<file path="src/scm_consts.svh">
// register offsets, field positions, reset values and timing counts of the serial mode control block
`ifndef SCM_CONSTS_SVH
`define SCM_CONSTS_SVH

`define SCM_OFS_MODE_A      4'h0
`define SCM_OFS_MODE_B      4'h4
`define SCM_OFS_STATUS      4'h8

`define SCM_A_TX9           7
`define SCM_A_HANDSHAKE_ENABLE          6
`define SCM_A_RXE           5
`define SCM_A_WU            4
`define SCM_A_SM_HI         3
`define SCM_A_SM_LO         2
`define SCM_A_SC_HI         1
`define SCM_A_SC_LO         0

`define SCM_B_IDLE          7
`define SCM_B_DPX_HI        6
`define SCM_B_DPX_LO        5
`define SCM_B_TXE           4
`define SCM_B_GAP_HI        3
`define SCM_B_GAP_LO        1
`define SCM_B_SPARE         0

`define SCM_S_RX9           0
`define SCM_S_GAP           1
`define SCM_S_TXOK          2
`define SCM_S_RXOK          3
`define SCM_S_CTS           4

`define SCM_MODE_A_RST      8'h00
`define SCM_MODE_B_RST      8'h00
`define SCM_CLK_PERIOD_NS   4
`define SCM_GAP_MAX         64

`endif

</file>
<file path="src/scm_pkg.sv">
// types shared by the serial mode control block
package scm_pkg;

	typedef enum logic [1:0] {
		SCM_FRAME_IO = 2'b00,
		SCM_FRAME_U7 = 2'b01,
		SCM_FRAME_U8 = 2'b10,
		SCM_FRAME_U9 = 2'b11
	} scm_frame_t;

	typedef enum logic [1:0] {
		SCM_UCLK_TIMER = 2'b00,
		SCM_UCLK_BAUD  = 2'b01,
		SCM_UCLK_SYS   = 2'b10,
		SCM_UCLK_EXT   = 2'b11
	} scm_uclk_t;

	typedef enum logic [1:0] {
		SCM_DPX_OFF  = 2'b00,
		SCM_DPX_RX   = 2'b01,
		SCM_DPX_TX   = 2'b10,
		SCM_DPX_FULL = 2'b11
	} scm_duplex_t;

	typedef enum logic {
		SCM_GAP_IDLE = 1'b0,
		SCM_GAP_WAIT = 1'b1
	} scm_gap_state_t;

	// gap code to serial clock cycles: 0 -> none, n -> 2^(n-1)
	function automatic logic [6:0] scm_gap_cycles(input logic [2:0] code);
		logic [6:0] cyc;
		cyc = 7'h00;
		if (code != 3'h0) begin
			cyc = 7'h01 << (code - 3'h1);
		end
		return cyc;
	endfunction

endpackage

</file>
<file path="src/scm_gap_timer.sv">
// idle gap timer between back-to-back synchronous transfers
`timescale 1ns/1ps
`default_nettype none

module scm_gap_timer #(
	parameter int CNT_W = 7
) (
	input  wire logic       clock_i,
	input  wire logic       rstn_i,
	input  wire logic       start_i,
	input  wire logic [2:0] code_i,
	input  wire logic       tick_i,
	output logic            hold_o
);
	import scm_pkg::*;

	scm_gap_state_t   state;
	logic [CNT_W-1:0] left;
	logic [6:0]       cycles;

	if (CNT_W < 7) begin : g_bad_width
		$error("scm_gap_timer: CNT_W too small for 64 cycles");
	end

	assign cycles = scm_gap_cycles(code_i);
	assign hold_o = (state == SCM_GAP_WAIT);

	// counts serial clock cycles, not system cycles
	always_ff @(posedge clock_i or negedge rstn_i) begin
		if (!rstn_i) begin
			state <= SCM_GAP_IDLE;
			left  <= '0;
		end else begin
			unique case (state)
				SCM_GAP_IDLE: begin
					if (start_i && cycles != 7'h00) begin
						state <= SCM_GAP_WAIT;
						left  <= CNT_W'(cycles);
					end
				end
				SCM_GAP_WAIT: begin
					if (tick_i) begin
						left <= left - CNT_W'(1);
						if (left == CNT_W'(1)) begin
							state <= SCM_GAP_IDLE;
						end
					end
				end
			endcase
		end
	end

endmodule

`default_nettype wire

</file>
<file path="src/scm_mode_ctrl.sv">
// serial channel mode control: mode registers on an Avalon-MM slave and the gating they steer
//
// The Avalon-MM slave port and the placing of the registers were decided locally.
`timescale 1ns/1ps
`default_nettype none
`include "scm_consts.svh"

// Behaviour
// in 9-bit UART mode the stored ninth transmit bit is sent with each character
// in UART modes handshake enable gates transmission on clear-to-send, else ignored
// wake-up in 9-bit mode raises receive interrupt only when ninth bit is 1
// frame mode field: 00 synchronous, 01 7-bit, 10 8-bit, 11 9-bit UART
// UART clock select: 00 timer, 01 baud generator, 10 system clock, 11 pin
// synchronous mode ignores UART clock select, uses control register clock direction
// idle operate: 0 stops the channel in idle, 1 keeps it running
// synchronous duplex: 00 none, 01 receive, 10 transmit, 11 full; sets FIFO layout
// in UART modes duplex only sets FIFO layout, never blocks a direction
// transmit enable and receive enable allow their direction when 1
// gap field inserts 0,1,2,4,8,16,32 or 64 serial clock cycles between transmissions
// gap only in synchronous mode, clock driven here, buffering or FIFO on
// software sets all mode fields before enabling reception
// software sets all mode fields before enabling transmission
// software does not clear receive enable during a character
// software does not clear transmit enable during a character
// synchronous clock direction 0 drives the serial clock pin, 1 accepts it
// in 9-bit UART mode the received ninth bit is readable by software
// bits 31 to 8 of both mode registers read zero and ignore writes
// software writes zero to bit 0 of the second mode register
module scm_mode_ctrl (
	input  wire logic                clock_i,
	input  wire logic                rstn_i,
	input  wire logic [3:0]          avs_address_i,
	input  wire logic                avs_read_i,
	input  wire logic                avs_write_i,
	input  wire logic [31:0]         avs_writedata_i,
	input  wire logic [3:0]          avs_byteenable_i,
	output logic      [31:0]         avs_readdata_o,
	output logic                     avs_waitrequest_o,
	input  wire logic                clock_direction_i,
	input  wire logic                idle_mode_i,
	input  wire logic                buffered_i,
	input  wire logic                timer_output_source_i,
	input  wire logic                baud_tick_i,
	input  wire logic                io_sclk_i,
	input  wire logic                clear_to_send_pin_n_i,
	input  wire logic                serial_clock_pin_i,
	output logic                     serial_clock_pin_o,
	output logic                     serial_clock_pin_oe_o,
	input  wire logic                tx_done_i,
	input  wire logic                rx_char_done_i,
	input  wire logic                rx_ninth_bit_i,
	output scm_pkg::scm_frame_t      frame_mode_o,
	output scm_pkg::scm_duplex_t     fifo_config_o,
	output logic                     tx_ninth_bit_o,
	output logic                     tx_allow_o,
	output logic                     rx_allow_o,
	output logic                     xfer_tick_o,
	output logic                     rx_irq_o
);
	import scm_pkg::*;

	logic [7:0]  mode_a;
	logic [7:0]  mode_b;
	logic        received_ninth_bit;
	logic        bus_done;
	logic        bus_req;
	logic [1:0]  pin_sync;
	logic        cts_n_sync;
	logic        sclk_pin_sync;
	logic        sclk_pin_prev;
	logic        io_sclk_prev;
	logic        sclk_pin_rise;
	logic        io_sclk_rise;
	scm_frame_t  frame;
	scm_uclk_t   uart_clk;
	scm_duplex_t duplex;
	logic        is_io;
	logic        channel_run;
	logic        cts_ok;
	logic        gap_apply;
	logic        gap_hold;
	logic        next_tx_allow;
	logic        next_rx_allow;
	logic        next_tick;
	logic        next_irq;
	logic [31:0] next_rdata;

	assign frame    = scm_frame_t'(mode_a[`SCM_A_SM_HI:`SCM_A_SM_LO]);
	assign uart_clk = scm_uclk_t'(mode_a[`SCM_A_SC_HI:`SCM_A_SC_LO]);
	assign duplex   = scm_duplex_t'(mode_b[`SCM_B_DPX_HI:`SCM_B_DPX_LO]);
	assign is_io    = (frame == SCM_FRAME_IO);

	// Avalon slave: one wait cycle on every access, readdata set up before it is sampled
	assign bus_req           = avs_read_i | avs_write_i;
	assign avs_waitrequest_o = bus_req & ~bus_done;

	always_ff @(posedge clock_i or negedge rstn_i) begin
		if (!rstn_i) begin
			bus_done <= 1'b0;
		end else begin
			bus_done <= bus_req & ~bus_done;
		end
	end

	// only the low byte is stored, upper bits never exist
	always_ff @(posedge clock_i or negedge rstn_i) begin
		if (!rstn_i) begin
			mode_a <= `SCM_MODE_A_RST;
			mode_b <= `SCM_MODE_B_RST;
		end else if (avs_write_i && bus_done && avs_byteenable_i[0]) begin
			if (avs_address_i == `SCM_OFS_MODE_A) begin
				mode_a <= avs_writedata_i[7:0];
			end
			if (avs_address_i == `SCM_OFS_MODE_B) begin
				// spare bit 0 is kept for readback only; it steers nothing
				mode_b <= avs_writedata_i[7:0];
			end
		end
	end

	always_comb begin
		next_rdata = 32'h0000_0000;
		unique case (avs_address_i)
			`SCM_OFS_MODE_A: next_rdata[7:0] = mode_a;
			`SCM_OFS_MODE_B: next_rdata[7:0] = mode_b;
			`SCM_OFS_STATUS: begin
				next_rdata[`SCM_S_RX9]  = received_ninth_bit;
				next_rdata[`SCM_S_GAP]  = gap_hold & gap_apply;
				next_rdata[`SCM_S_TXOK] = tx_allow_o;
				next_rdata[`SCM_S_RXOK] = rx_allow_o;
				next_rdata[`SCM_S_CTS]  = cts_n_sync;
			end
			default: next_rdata = 32'h0000_0000;
		endcase
	end

	always_ff @(posedge clock_i or negedge rstn_i) begin
		if (!rstn_i) begin
			avs_readdata_o <= 32'h0000_0000;
		end else if (avs_read_i && !bus_done) begin
			avs_readdata_o <= next_rdata;
		end
	end

	// pins are asynchronous to the system clock
	scm_sync #(
		.W(2)
	) u_pin_sync (
		.clock_i (clock_i),
		.rstn_i  (rstn_i),
		.async_i ({clear_to_send_pin_n_i, serial_clock_pin_i}),
		.sync_o  (pin_sync)
	);

	assign cts_n_sync    = pin_sync[1];
	assign sclk_pin_sync = pin_sync[0];

	always_ff @(posedge clock_i or negedge rstn_i) begin
		if (!rstn_i) begin
			sclk_pin_prev <= 1'b0;
			io_sclk_prev  <= 1'b0;
		end else begin
			sclk_pin_prev <= sclk_pin_sync;
			io_sclk_prev  <= io_sclk_i;
		end
	end

	assign sclk_pin_rise = sclk_pin_sync & ~sclk_pin_prev;
	assign io_sclk_rise  = io_sclk_i & ~io_sclk_prev;

	// the channel freezes in idle unless told to keep running
	assign channel_run = ~idle_mode_i | mode_b[`SCM_B_IDLE];

	// transfer clock source; synchronous mode looks only at clock direction
	always_comb begin
		next_tick = 1'b0;
		if (is_io) begin
			next_tick = clock_direction_i ? sclk_pin_rise : io_sclk_rise;
		end else begin
			unique case (uart_clk)
				SCM_UCLK_TIMER: next_tick = timer_output_source_i;
				SCM_UCLK_BAUD:  next_tick = baud_tick_i;
				SCM_UCLK_SYS:   next_tick = 1'b1;
				SCM_UCLK_EXT:   next_tick = sclk_pin_rise;
			endcase
		end
		next_tick = next_tick & channel_run;
	end

	// gap only counts when this end drives the clock and buffering lets frames follow on
	assign gap_apply = is_io & ~clock_direction_i & buffered_i & (mode_b[`SCM_B_GAP_HI:`SCM_B_GAP_LO] != 3'h0);

	scm_gap_timer #(
		.CNT_W(7)
	) u_gap (
		.clock_i (clock_i),
		.rstn_i  (rstn_i),
		.start_i (tx_done_i & gap_apply),
		.code_i  (mode_b[`SCM_B_GAP_HI:`SCM_B_GAP_LO]),
		.tick_i  (io_sclk_rise),
		.hold_o  (gap_hold)
	);

	// clear-to-send is active low; synchronous mode has no handshake
	assign cts_ok = is_io | ~mode_a[`SCM_A_HANDSHAKE_ENABLE] | ~cts_n_sync;

	// duplex blocks a direction only in synchronous mode
	// enables are sampled live, so software must settle modes first and not cut a character
	assign next_tx_allow = channel_run & mode_b[`SCM_B_TXE] & cts_ok & ~(gap_hold & gap_apply)
		& (~is_io | duplex[1]);
	assign next_rx_allow = channel_run & mode_a[`SCM_A_RXE] & (~is_io | duplex[0]);

	// wake-up filter only means something in 9-bit mode
	assign next_irq = rx_char_done_i & rx_allow_o
		& ~((frame == SCM_FRAME_U9) & mode_a[`SCM_A_WU] & ~rx_ninth_bit_i);

	always_ff @(posedge clock_i or negedge rstn_i) begin
		if (!rstn_i) begin
			tx_allow_o  <= 1'b0;
			rx_allow_o  <= 1'b0;
			xfer_tick_o <= 1'b0;
			rx_irq_o    <= 1'b0;
		end else begin
			tx_allow_o  <= next_tx_allow;
			rx_allow_o  <= next_rx_allow;
			xfer_tick_o <= next_tick;
			rx_irq_o    <= next_irq;
		end
	end

	always_ff @(posedge clock_i or negedge rstn_i) begin
		if (!rstn_i) begin
			frame_mode_o   <= SCM_FRAME_IO;
			fifo_config_o  <= SCM_DPX_OFF;
			tx_ninth_bit_o <= 1'b0;
		end else begin
			frame_mode_o   <= frame;
			fifo_config_o  <= duplex;
			tx_ninth_bit_o <= (frame == SCM_FRAME_U9) & mode_a[`SCM_A_TX9];
		end
	end

	always_ff @(posedge clock_i or negedge rstn_i) begin
		if (!rstn_i) begin
			received_ninth_bit <= 1'b0;
		end else if (rx_char_done_i && rx_allow_o && frame == SCM_FRAME_U9) begin
			received_ninth_bit <= rx_ninth_bit_i;
		end
	end

	// pin driver is registered so the enable and level change together
	always_ff @(posedge clock_i or negedge rstn_i) begin
		if (!rstn_i) begin
			serial_clock_pin_o    <= 1'b0;
			serial_clock_pin_oe_o <= 1'b0;
		end else begin
			serial_clock_pin_o    <= io_sclk_i;
			serial_clock_pin_oe_o <= is_io & ~clock_direction_i & channel_run;
		end
	end

	AST_TX_NINTH: assert property (@(posedge clock_i) disable iff (!rstn_i)
		(frame == SCM_FRAME_U9) |=> (tx_ninth_bit_o == $past(mode_a[`SCM_A_TX9])))
		else $error("ninth transmit bit not taken from mode register");

	AST_CTS_GATE: assert property (@(posedge clock_i) disable iff (!rstn_i)
		(!is_io && mode_a[`SCM_A_HANDSHAKE_ENABLE] && cts_n_sync) |=> !tx_allow_o)
		else $error("transmit allowed while clear-to-send is off");

	AST_WAKE_FILTER: assert property (@(posedge clock_i) disable iff (!rstn_i)
		(rx_char_done_i && frame == SCM_FRAME_U9 && mode_a[`SCM_A_WU] && !rx_ninth_bit_i) |=> !rx_irq_o)
		else $error("wake-up filter let a character through");

	AST_WAKE_OTHER: assert property (@(posedge clock_i) disable iff (!rstn_i)
		(rx_char_done_i && rx_allow_o && frame != SCM_FRAME_U9) |=> rx_irq_o)
		else $error("receive interrupt lost outside 9-bit mode");

	AST_TX_ENABLE: assert property (@(posedge clock_i) disable iff (!rstn_i)
		!mode_b[`SCM_B_TXE] |=> !tx_allow_o)
		else $error("transmit allowed while disabled");

	AST_IDLE_STOP: assert property (@(posedge clock_i) disable iff (!rstn_i)
		(idle_mode_i && !mode_b[`SCM_B_IDLE]) |=> (!tx_allow_o && !rx_allow_o && !xfer_tick_o))
		else $error("channel running in idle while set to stop");

	AST_IO_DUPLEX: assert property (@(posedge clock_i) disable iff (!rstn_i)
		(is_io && duplex == SCM_DPX_RX) |=> !tx_allow_o)
		else $error("receive-only synchronous mode allowed transmit");

	AST_UART_DUPLEX: assert property (@(posedge clock_i) disable iff (!rstn_i)
		(!is_io && duplex == SCM_DPX_OFF && channel_run && mode_a[`SCM_A_RXE]) |=> rx_allow_o)
		else $error("duplex field blocked reception in UART mode");

	AST_SCLK_DRIVE: assert property (@(posedge clock_i) disable iff (!rstn_i)
		(is_io && clock_direction_i) |=> !serial_clock_pin_oe_o)
		else $error("serial clock pin driven in clock input mode");

	AST_UPPER_ZERO: assert property (@(posedge clock_i) disable iff (!rstn_i)
		(avs_read_i && !bus_done && avs_address_i != `SCM_OFS_STATUS) |=> (avs_readdata_o[31:8] == 24'h000000))
		else $error("upper mode register bits read nonzero");

	AST_GAP_IGNORED: assert property (@(posedge clock_i) disable iff (!rstn_i)
		(!gap_apply && channel_run && mode_b[`SCM_B_TXE] && cts_ok && (!is_io || duplex[1])) |=> tx_allow_o)
		else $error("gap held transmit in a configuration where it does not apply");

endmodule

`default_nettype wire

</file>
<file path="src/scm_sync.sv">
// two-flop synchroniser for pin inputs
`timescale 1ns/1ps
`default_nettype none

module scm_sync #(
	parameter int W = 1
) (
	input  wire logic         clock_i,
	input  wire logic         rstn_i,
	input  wire logic [W-1:0] async_i,
	output logic      [W-1:0] sync_o
);
	logic [W-1:0] meta;

	if (W < 1) begin : g_bad_width
		$error("scm_sync: W must be at least 1");
	end

	// first stage feeds only the second stage
	always_ff @(posedge clock_i or negedge rstn_i) begin
		if (!rstn_i) begin
			meta   <= '0;
			sync_o <= '0;
		end else begin
			meta   <= async_i;
			sync_o <= meta;
		end
	end

endmodule

`default_nettype wire

</file>
<file path="config.mk">
export PLATFORM = sky130hd
export DESIGN_NAME = scm_mode_ctrl
export DESIGN_NICKNAME = d
export VERILOG_FILES = /design/src/scm_pkg.sv /design/src/scm_gap_timer.sv /design/src/scm_mode_ctrl.sv /design/src/scm_sync.sv
export VERILOG_INCLUDE_DIRS = /design/src
export SDC_FILE = /design/constraint.sdc
export NUM_CORES = 1
export LEC_CHECK = 0
export ABC_CLOCK_PERIOD_IN_PS = 2200
export BUFFER_PORTS_ARGS = -buffer_cell sky130_fd_sc_hd__buf_2
export CORE_MARGIN = 1
export CORE_UTILIZATION = 50
export DETAILED_ROUTE_END_ITERATION = 10
export HOLD_SLACK_MARGIN = 0.15
export PLACE_DENSITY_LB_ADDON = 0.05
export SLEW_MARGIN = 20
export SYNTH_ARGS = -nofsm -noshare
export SYNTH_HDL_FRONTEND = slang
export SYNTH_SLANG_ARGS = --single-unit
</file>
<file path="constraint.sdc">
create_clock -name clock_i -period 2.2 [get_ports clock_i]
set_input_delay 0.11 -clock clock_i [delete_from_list [all_inputs] [get_ports clock_i]]
set_output_delay 0.11 -clock clock_i [all_outputs]
set_load 0.02 [all_outputs]
</file>
# Word level (Yosys, flattened, before mapping)
# Cells that the tools add are included.
# Widths: inputs -> output; s select.
[word_totals]
out_inout_bits = 44
input_bits = 55
elab_cells = 98
regBits = 50
[classes]
n_eq_ne = 9
mux = 13
reduce_logical = 15
add_sub_neg = 2
shift = 1
bitwise = 39
[ops]
columns = ["operator", "count"]
rows = [
  ["$and 1x1->1", 21],
  ["$mux 7", 3],
  ["$pmux 5 s3", 1],
  ["$pmux 7 s2", 1],
  ["$not 1->1", 12],
  ["$eq 7x1->1 const B", 1],
  ["$reduce_bool 7->1", 1],
  ["$shl 1x3->7 const A", 1],
  ["$sub 7x1->7 const B", 1],
  ["$eq 2x2->1 const B", 3],
  ["$logic_and 1x1->1", 6],
  ["$or 1x1->1", 6],
  ["$pmux 3 s2", 1],
  ["$reduce_and 2->1", 3],
  ["$mux 1", 5],
  ["$eq 4x3->1 const B", 1],
  ["$eq 4x4->1 const B", 1],
  ["$logic_not 2->1", 2],
  ["$logic_not 4->1", 1],
  ["$pmux 1 s4", 1],
  ["$reduce_bool 3->1", 1],
  ["$sub 3x1->3 const B", 1],
  ["$eq 2x1->1 const B", 1],
  ["$ne 2x1->1 const B", 1],
  ["3 further kinds", 3],
]

# Depth between registers and ports, before layout
[depth]
word_depth = 8
ltp_mapped = 6

# Modules after synthesis
# A second synthesis with hierarchy kept.
[unflattened]
cells_unflattened = 209
hier_area_um2 = 2477.4
[by_module_without_submodules]
columns = ["module", "cells_each", "seq_area_each_um2", "area_each_um2", "instances"]
rows = [
  ["scm_mode_ctrl", 143, 950.9, 1816.7, 1],
  ["scm_gap_timer", 62, 200.2, 560.5, 1],
  ["scm_sync", 4, 100.1, 100.1, 1],
]

# Worst setup path after synthesis
# No wires, ideal clock.
[synth_path]
path_type = "register to register"
start = "register mode_b[1]"
end = "register u_gap.left[0]"
path_stages_with_launch = 6
n_path_buf = 1
setup_ps = 84
arrival_time_ps = 1450
slack_ps = 666
cell_sequence = "dfrtp_1 > clkbuf_1 > or3_1 > a32oi_1 > o21ai_0 > o21ai_0"
[synth_between]
elab_chain_len = 7
word_cells_on_any_way = 12
cone_classes = "add/sub (1); eq/ne (1); shift (1); mux (3); bitwise (2); reduce/logical (4)"
[synth_lines]
columns = ["item", "line_no", "rtl"]
rows = [
  ["from (decl)", "scm_mode_ctrl.sv:63", "logic [7:0] mode_b;"],
  ["from (signal assigned)", "scm_mode_ctrl.sv:109", "mode_b <= `SCM_MODE_B_RST;"],
  ["from (signal assigned)", "scm_mode_ctrl.sv:116", "mode_b <= avs_writedata_i[7:0];"],
  ["$sub 3x1->3", "scm_pkg.sv:35", "cyc = 7'h01 << (code - 3'h1);"],
  ["$shl 1x3->7", "scm_pkg.sv:35", ""],
  ["$mux 7", "scm_pkg.sv:34", "if (code != 3'h0) begin"],
  ["$reduce_bool 7->1", "scm_gap_timer.sv:36", "if (start_i && cycles != 7'h00) begin"],
  ["$logic_and 1x1->1", "scm_gap_timer.sv:36", ""],
  ["$ne 2x1->1 (no source line)", "n/a", ""],
  ["$reduce_and 2->1 (no source line)", "n/a", ""],
  ["to (signal assigned)", "scm_gap_timer.sv:38", "left <= CNT_W'(cycles);"],
  ["to (signal assigned)", "scm_gap_timer.sv:43", "left <= left - CNT_W'(1);"],
  ["to (decl)", "scm_gap_timer.sv:18", "logic [CNT_W-1:0] left;"],
]
# Several ways; a longest one is shown, not always the timed one. The select of a mux whose other input is x is not followed.
# A chain may end at the register's enable or synchronous reset.

# Final worst setup path
[layout_path]
start = "register mode_a[2]"
end = "register u_gap.left[5]"
[layout_between]
elab_chain_len = 8
[layout_lines]
columns = ["item", "line_no", "rtl"]
rows = [
  ["from (decl)", "scm_mode_ctrl.sv:62", "logic [7:0] mode_a;"],
  ["from (signal assigned)", "scm_mode_ctrl.sv:108", "mode_a <= `SCM_MODE_A_RST;"],
  ["from (signal assigned)", "scm_mode_ctrl.sv:112", "mode_a <= avs_writedata_i[7:0];"],
  ["$logic_not 2->1", "scm_mode_ctrl.sv:91", "assign is_io = (frame == SCM_FRAME_IO);"],
  ["$and 1x1->1 (3 in a row)", "scm_mode_ctrl.sv:191", "assign gap_apply = is_io & ~clock_direction_i & buffered_i & (mode_b[`SCM_B_GAP_HI:`SCM_B_GAP_LO] != 3'h0);"],
  ["$and 1x1->1", "scm_mode_ctrl.sv:198", ".start_i (tx_done_i & gap_apply),"],
  ["$logic_and 1x1->1", "scm_gap_timer.sv:36", ""],
  ["$ne 2x1->1 (no source line)", "n/a", ""],
  ["$reduce_and 2->1 (no source line)", "n/a", ""],
]
# Every way passes these cells.

==> run metrics <==
Hold Path Origin idle_mode_i; synthesized area 0.00242 sq mm; drt via density 5.21; top-area cell type share of the netlist area 51.6%; vias in the first global route 1586; Setup WS pre-CTS 441 ps; peak supply drop 0.486 mV; core region area 0.00450 sq mm; Chip Height 71.6 um; IO Pins 99; Synth Area in Adders 1.03%; count of cell types in the netlist 39; Die ar. 0.00513 sq mm; most frequent CP cell a32oi_1; FF-to-FF End u_gap.left[5]$_DFFE_PN0P_; Startpoint Class flip-flop; CP max stage cell dfrtp_1; vias 1771; post-synthesis mux area share 11.6%; critical path class reg2reg; first-pass GRT wire length 7870 um; Clock Sinks 50; EDFF count, synth 0; data arrival time of the worst path 1970 ps; Mapped Cells 220; CTS Root Cell clkbuf_8; xor and xnor area share after synthesis 0%; relative max-transition margin 47.1%; FP Rows 24; PD cells 803 mW/mm^2; # H-tree levels 2; Maximum Capacitance Violations 0; Worst Path Max Fanout 9; HP Class in2reg; Initial Utilization 53.8%; top cells by count, synth dfrtp_1 (50), buf_4 (24), mux2_2 (17); critical path capture point type flip-flop; R2R depth 4; clock slew at reported path FFs 90 ps; hold endpoint rx_allow_o$_DFF_PN0_; minimum clock period 1790 ps; post-route antenna net violation count 0; Compound-Gate Fraction of Synth Area 11.5%; Simple-Gate Fraction of Synth Area 14.4%; synthesized area per cell 11.0 sq um; fin. max-slew vios 0; RSZ-0062 raised after global routing false; Largest stage delay, worst path 520 ps; antenna violations before repair 0; # DRC 0; most common cell in the synthesized netlist dfrtp_1; CTS tree done; Warnings, synthesis 0; sequential share of the synthesized area 51.6%; CTS Buf Count 5; initial DRC count 110; Fmax 558 MHz; critical-path cell list nor4b_2 > a32oi_1 > a32oi_1 > o21ai_0; share of layout cells above drive strength 1 27.1%; Final GP Congestion 0.877; global route overflow 0; Detailed Route WL 4970 um; first drt pass iteration count 4; Die Wd 71.6 um; GRT Total Usage 20.6%; Hold Fails Final Rpt 0; cts repair resizes 0; async set-reset flop share out of synthesis 100%; combinational family with the most area after synthesis simple AND/OR/NAND/NOR gates; largest cells by area after synthesis dfrtp_1 (52%), mux2_2 (7.9%), buf_4 (7.4%); Crit path required time 2380 ps; cts hold-fix bufs 18; Layout area overhead 19.5%; status complete, no violations; r2r setup slk 410 ps; ys flop type dfrtp_1; largest net degree at the start of global routing 35; R2R Path Start mode_a[2]$_DFFE_PN0P_; Lkg Pwr 1.45 nW; dominant cell type by area after synthesis dfrtp_1; Final setup viols 0; Post-CTS Repair Setup Buffers 0; routed len/inst 14.6 um; final setup TNS 0 ps; post-route setup slack 409 ps; Clock Path Buffers 2; Diodes inserted 0; Buffers on Ports 47; clk_lat worst skew 300 ps; skew final 9.17 ps; dpl hpwl 3380 um; Worst Max-Slew Pin Slew 793 ps; Yosys reg bits 50; WHS Path Cells 3; period utilisation layout 81.4%; nets@finish 344
## power breakdown
part           internal, mW  switching [mW]  leakage, nW  total [mW]
combinational         0.251           0.322        0.758       0.573
sequential             1.05           0.152        0.646        1.20
clock                 0.253           0.299       0.0472       0.552
total                  1.55           0.772         1.45        2.33
## registers in the layout, summed over array words and instances (netlist names), 2 cells and up
| name | flops |
|---|---|
| u_pin_sync.meta | 2 |
| mode_b | 8 |
| mode_a | 8 |
| fifo_config_o | 2 |
| avs_readdata_o | 8 |
| u_pin_sync.sync_o | 2 |
| u_gap.left | 7 |
| frame_mode_o | 2 |
## cell families after synthesis
kind of cell | count (synthesis)
multiplexers | 26
AO/OA/AOI/OAI | 41
flip-flops | 50
adder cells (fa/ha/maj) | 2
other | 1
AND/OR/NAND/NOR | 62
buffers and inverters | 38
## final cells by class
type / count / area [sq um]
inverter: 8 / 30.0
multi-input combinational: 155 / 1020
sequential: 50 / 1250
fill: 379 / 1610
tap: 52 / 65.1
timing repair buffer: 67 / 430
clock inverter: 2 / 12.5
clock buffer: 6 / 82.6
## routing by layer
layer  up-vias  global-route usage [%]  part of all wire [%]
met1       817                    30.9                    53
met2        71                    30.4                    41
li1        875                       -                     -
met5         -                       0                     0
met4         0                    7.19                   1.4
met3         8                    3.66                   4.7
## layout by cell type (no fill, tap or decap), drive strengths merged, types with 6 or more instances in the layout
master       netlist  final
nor2               8      8
buf               26     49
dlygate4sd3        0     18
clkbuf             4      6
dfrtp             50     50
mux2i              9      9
mux2              17     17
nand2             14     14
o21ai             16     16
inv                8      8
nand3              7      7
conb               1     24
## worst max-delay path: cells and delay by family (launching register included)
| kind | cells | cell delay (ps) |
|---|---|---|
| AOI/OAI and AO/OA | 3 | 670 |
| and+or+nand+nor | 1 | 470 |
| DFF | 1 | 520 |
## metrics by stage
| step | utilization [%] | power (mW) | cells | hold slack (ps) | cell area [sq um] |
|---|---|---|---|---|---|
| after floorplan | - | 1.62 | 243 | -186 | 2510 |
| after global placement | 58.2 | 1.76 | 314 | 218 | 2620 |
| after detailed placement | 58.2 | 1.77 | 314 | 220 | 2620 |
| after CTS | 64.3 | 2.34 | 340 | 199 | 2900 |
| after global routing | 64.3 | 2.47 | 340 | 218 | 2900 |
| final | 64.3 | 2.33 | 340 | 212 | 2900 |
## worst max path at each step
stage,depth (start not counted),to,start
floorplan,5,u_gap.left[0]$_DFFE_PN0P_,mode_b[1]$_DFFE_PN0P_
global placement,4,mode_a[6]$_DFFE_PN0P_,avs_address_i[3]
detailed placement,4,mode_a[3]$_DFFE_PN0P_,avs_address_i[3]
CTS,4,u_gap.left[3]$_DFFE_PN0P_,mode_a[3]$_DFFE_PN0P_
global route,4,u_gap.left[5]$_DFFE_PN0P_,mode_a[3]$_DFFE_PN0P_
finish,4,u_gap.left[5]$_DFFE_PN0P_,mode_a[2]$_DFFE_PN0P_
(Power assumes the default switching activity.)
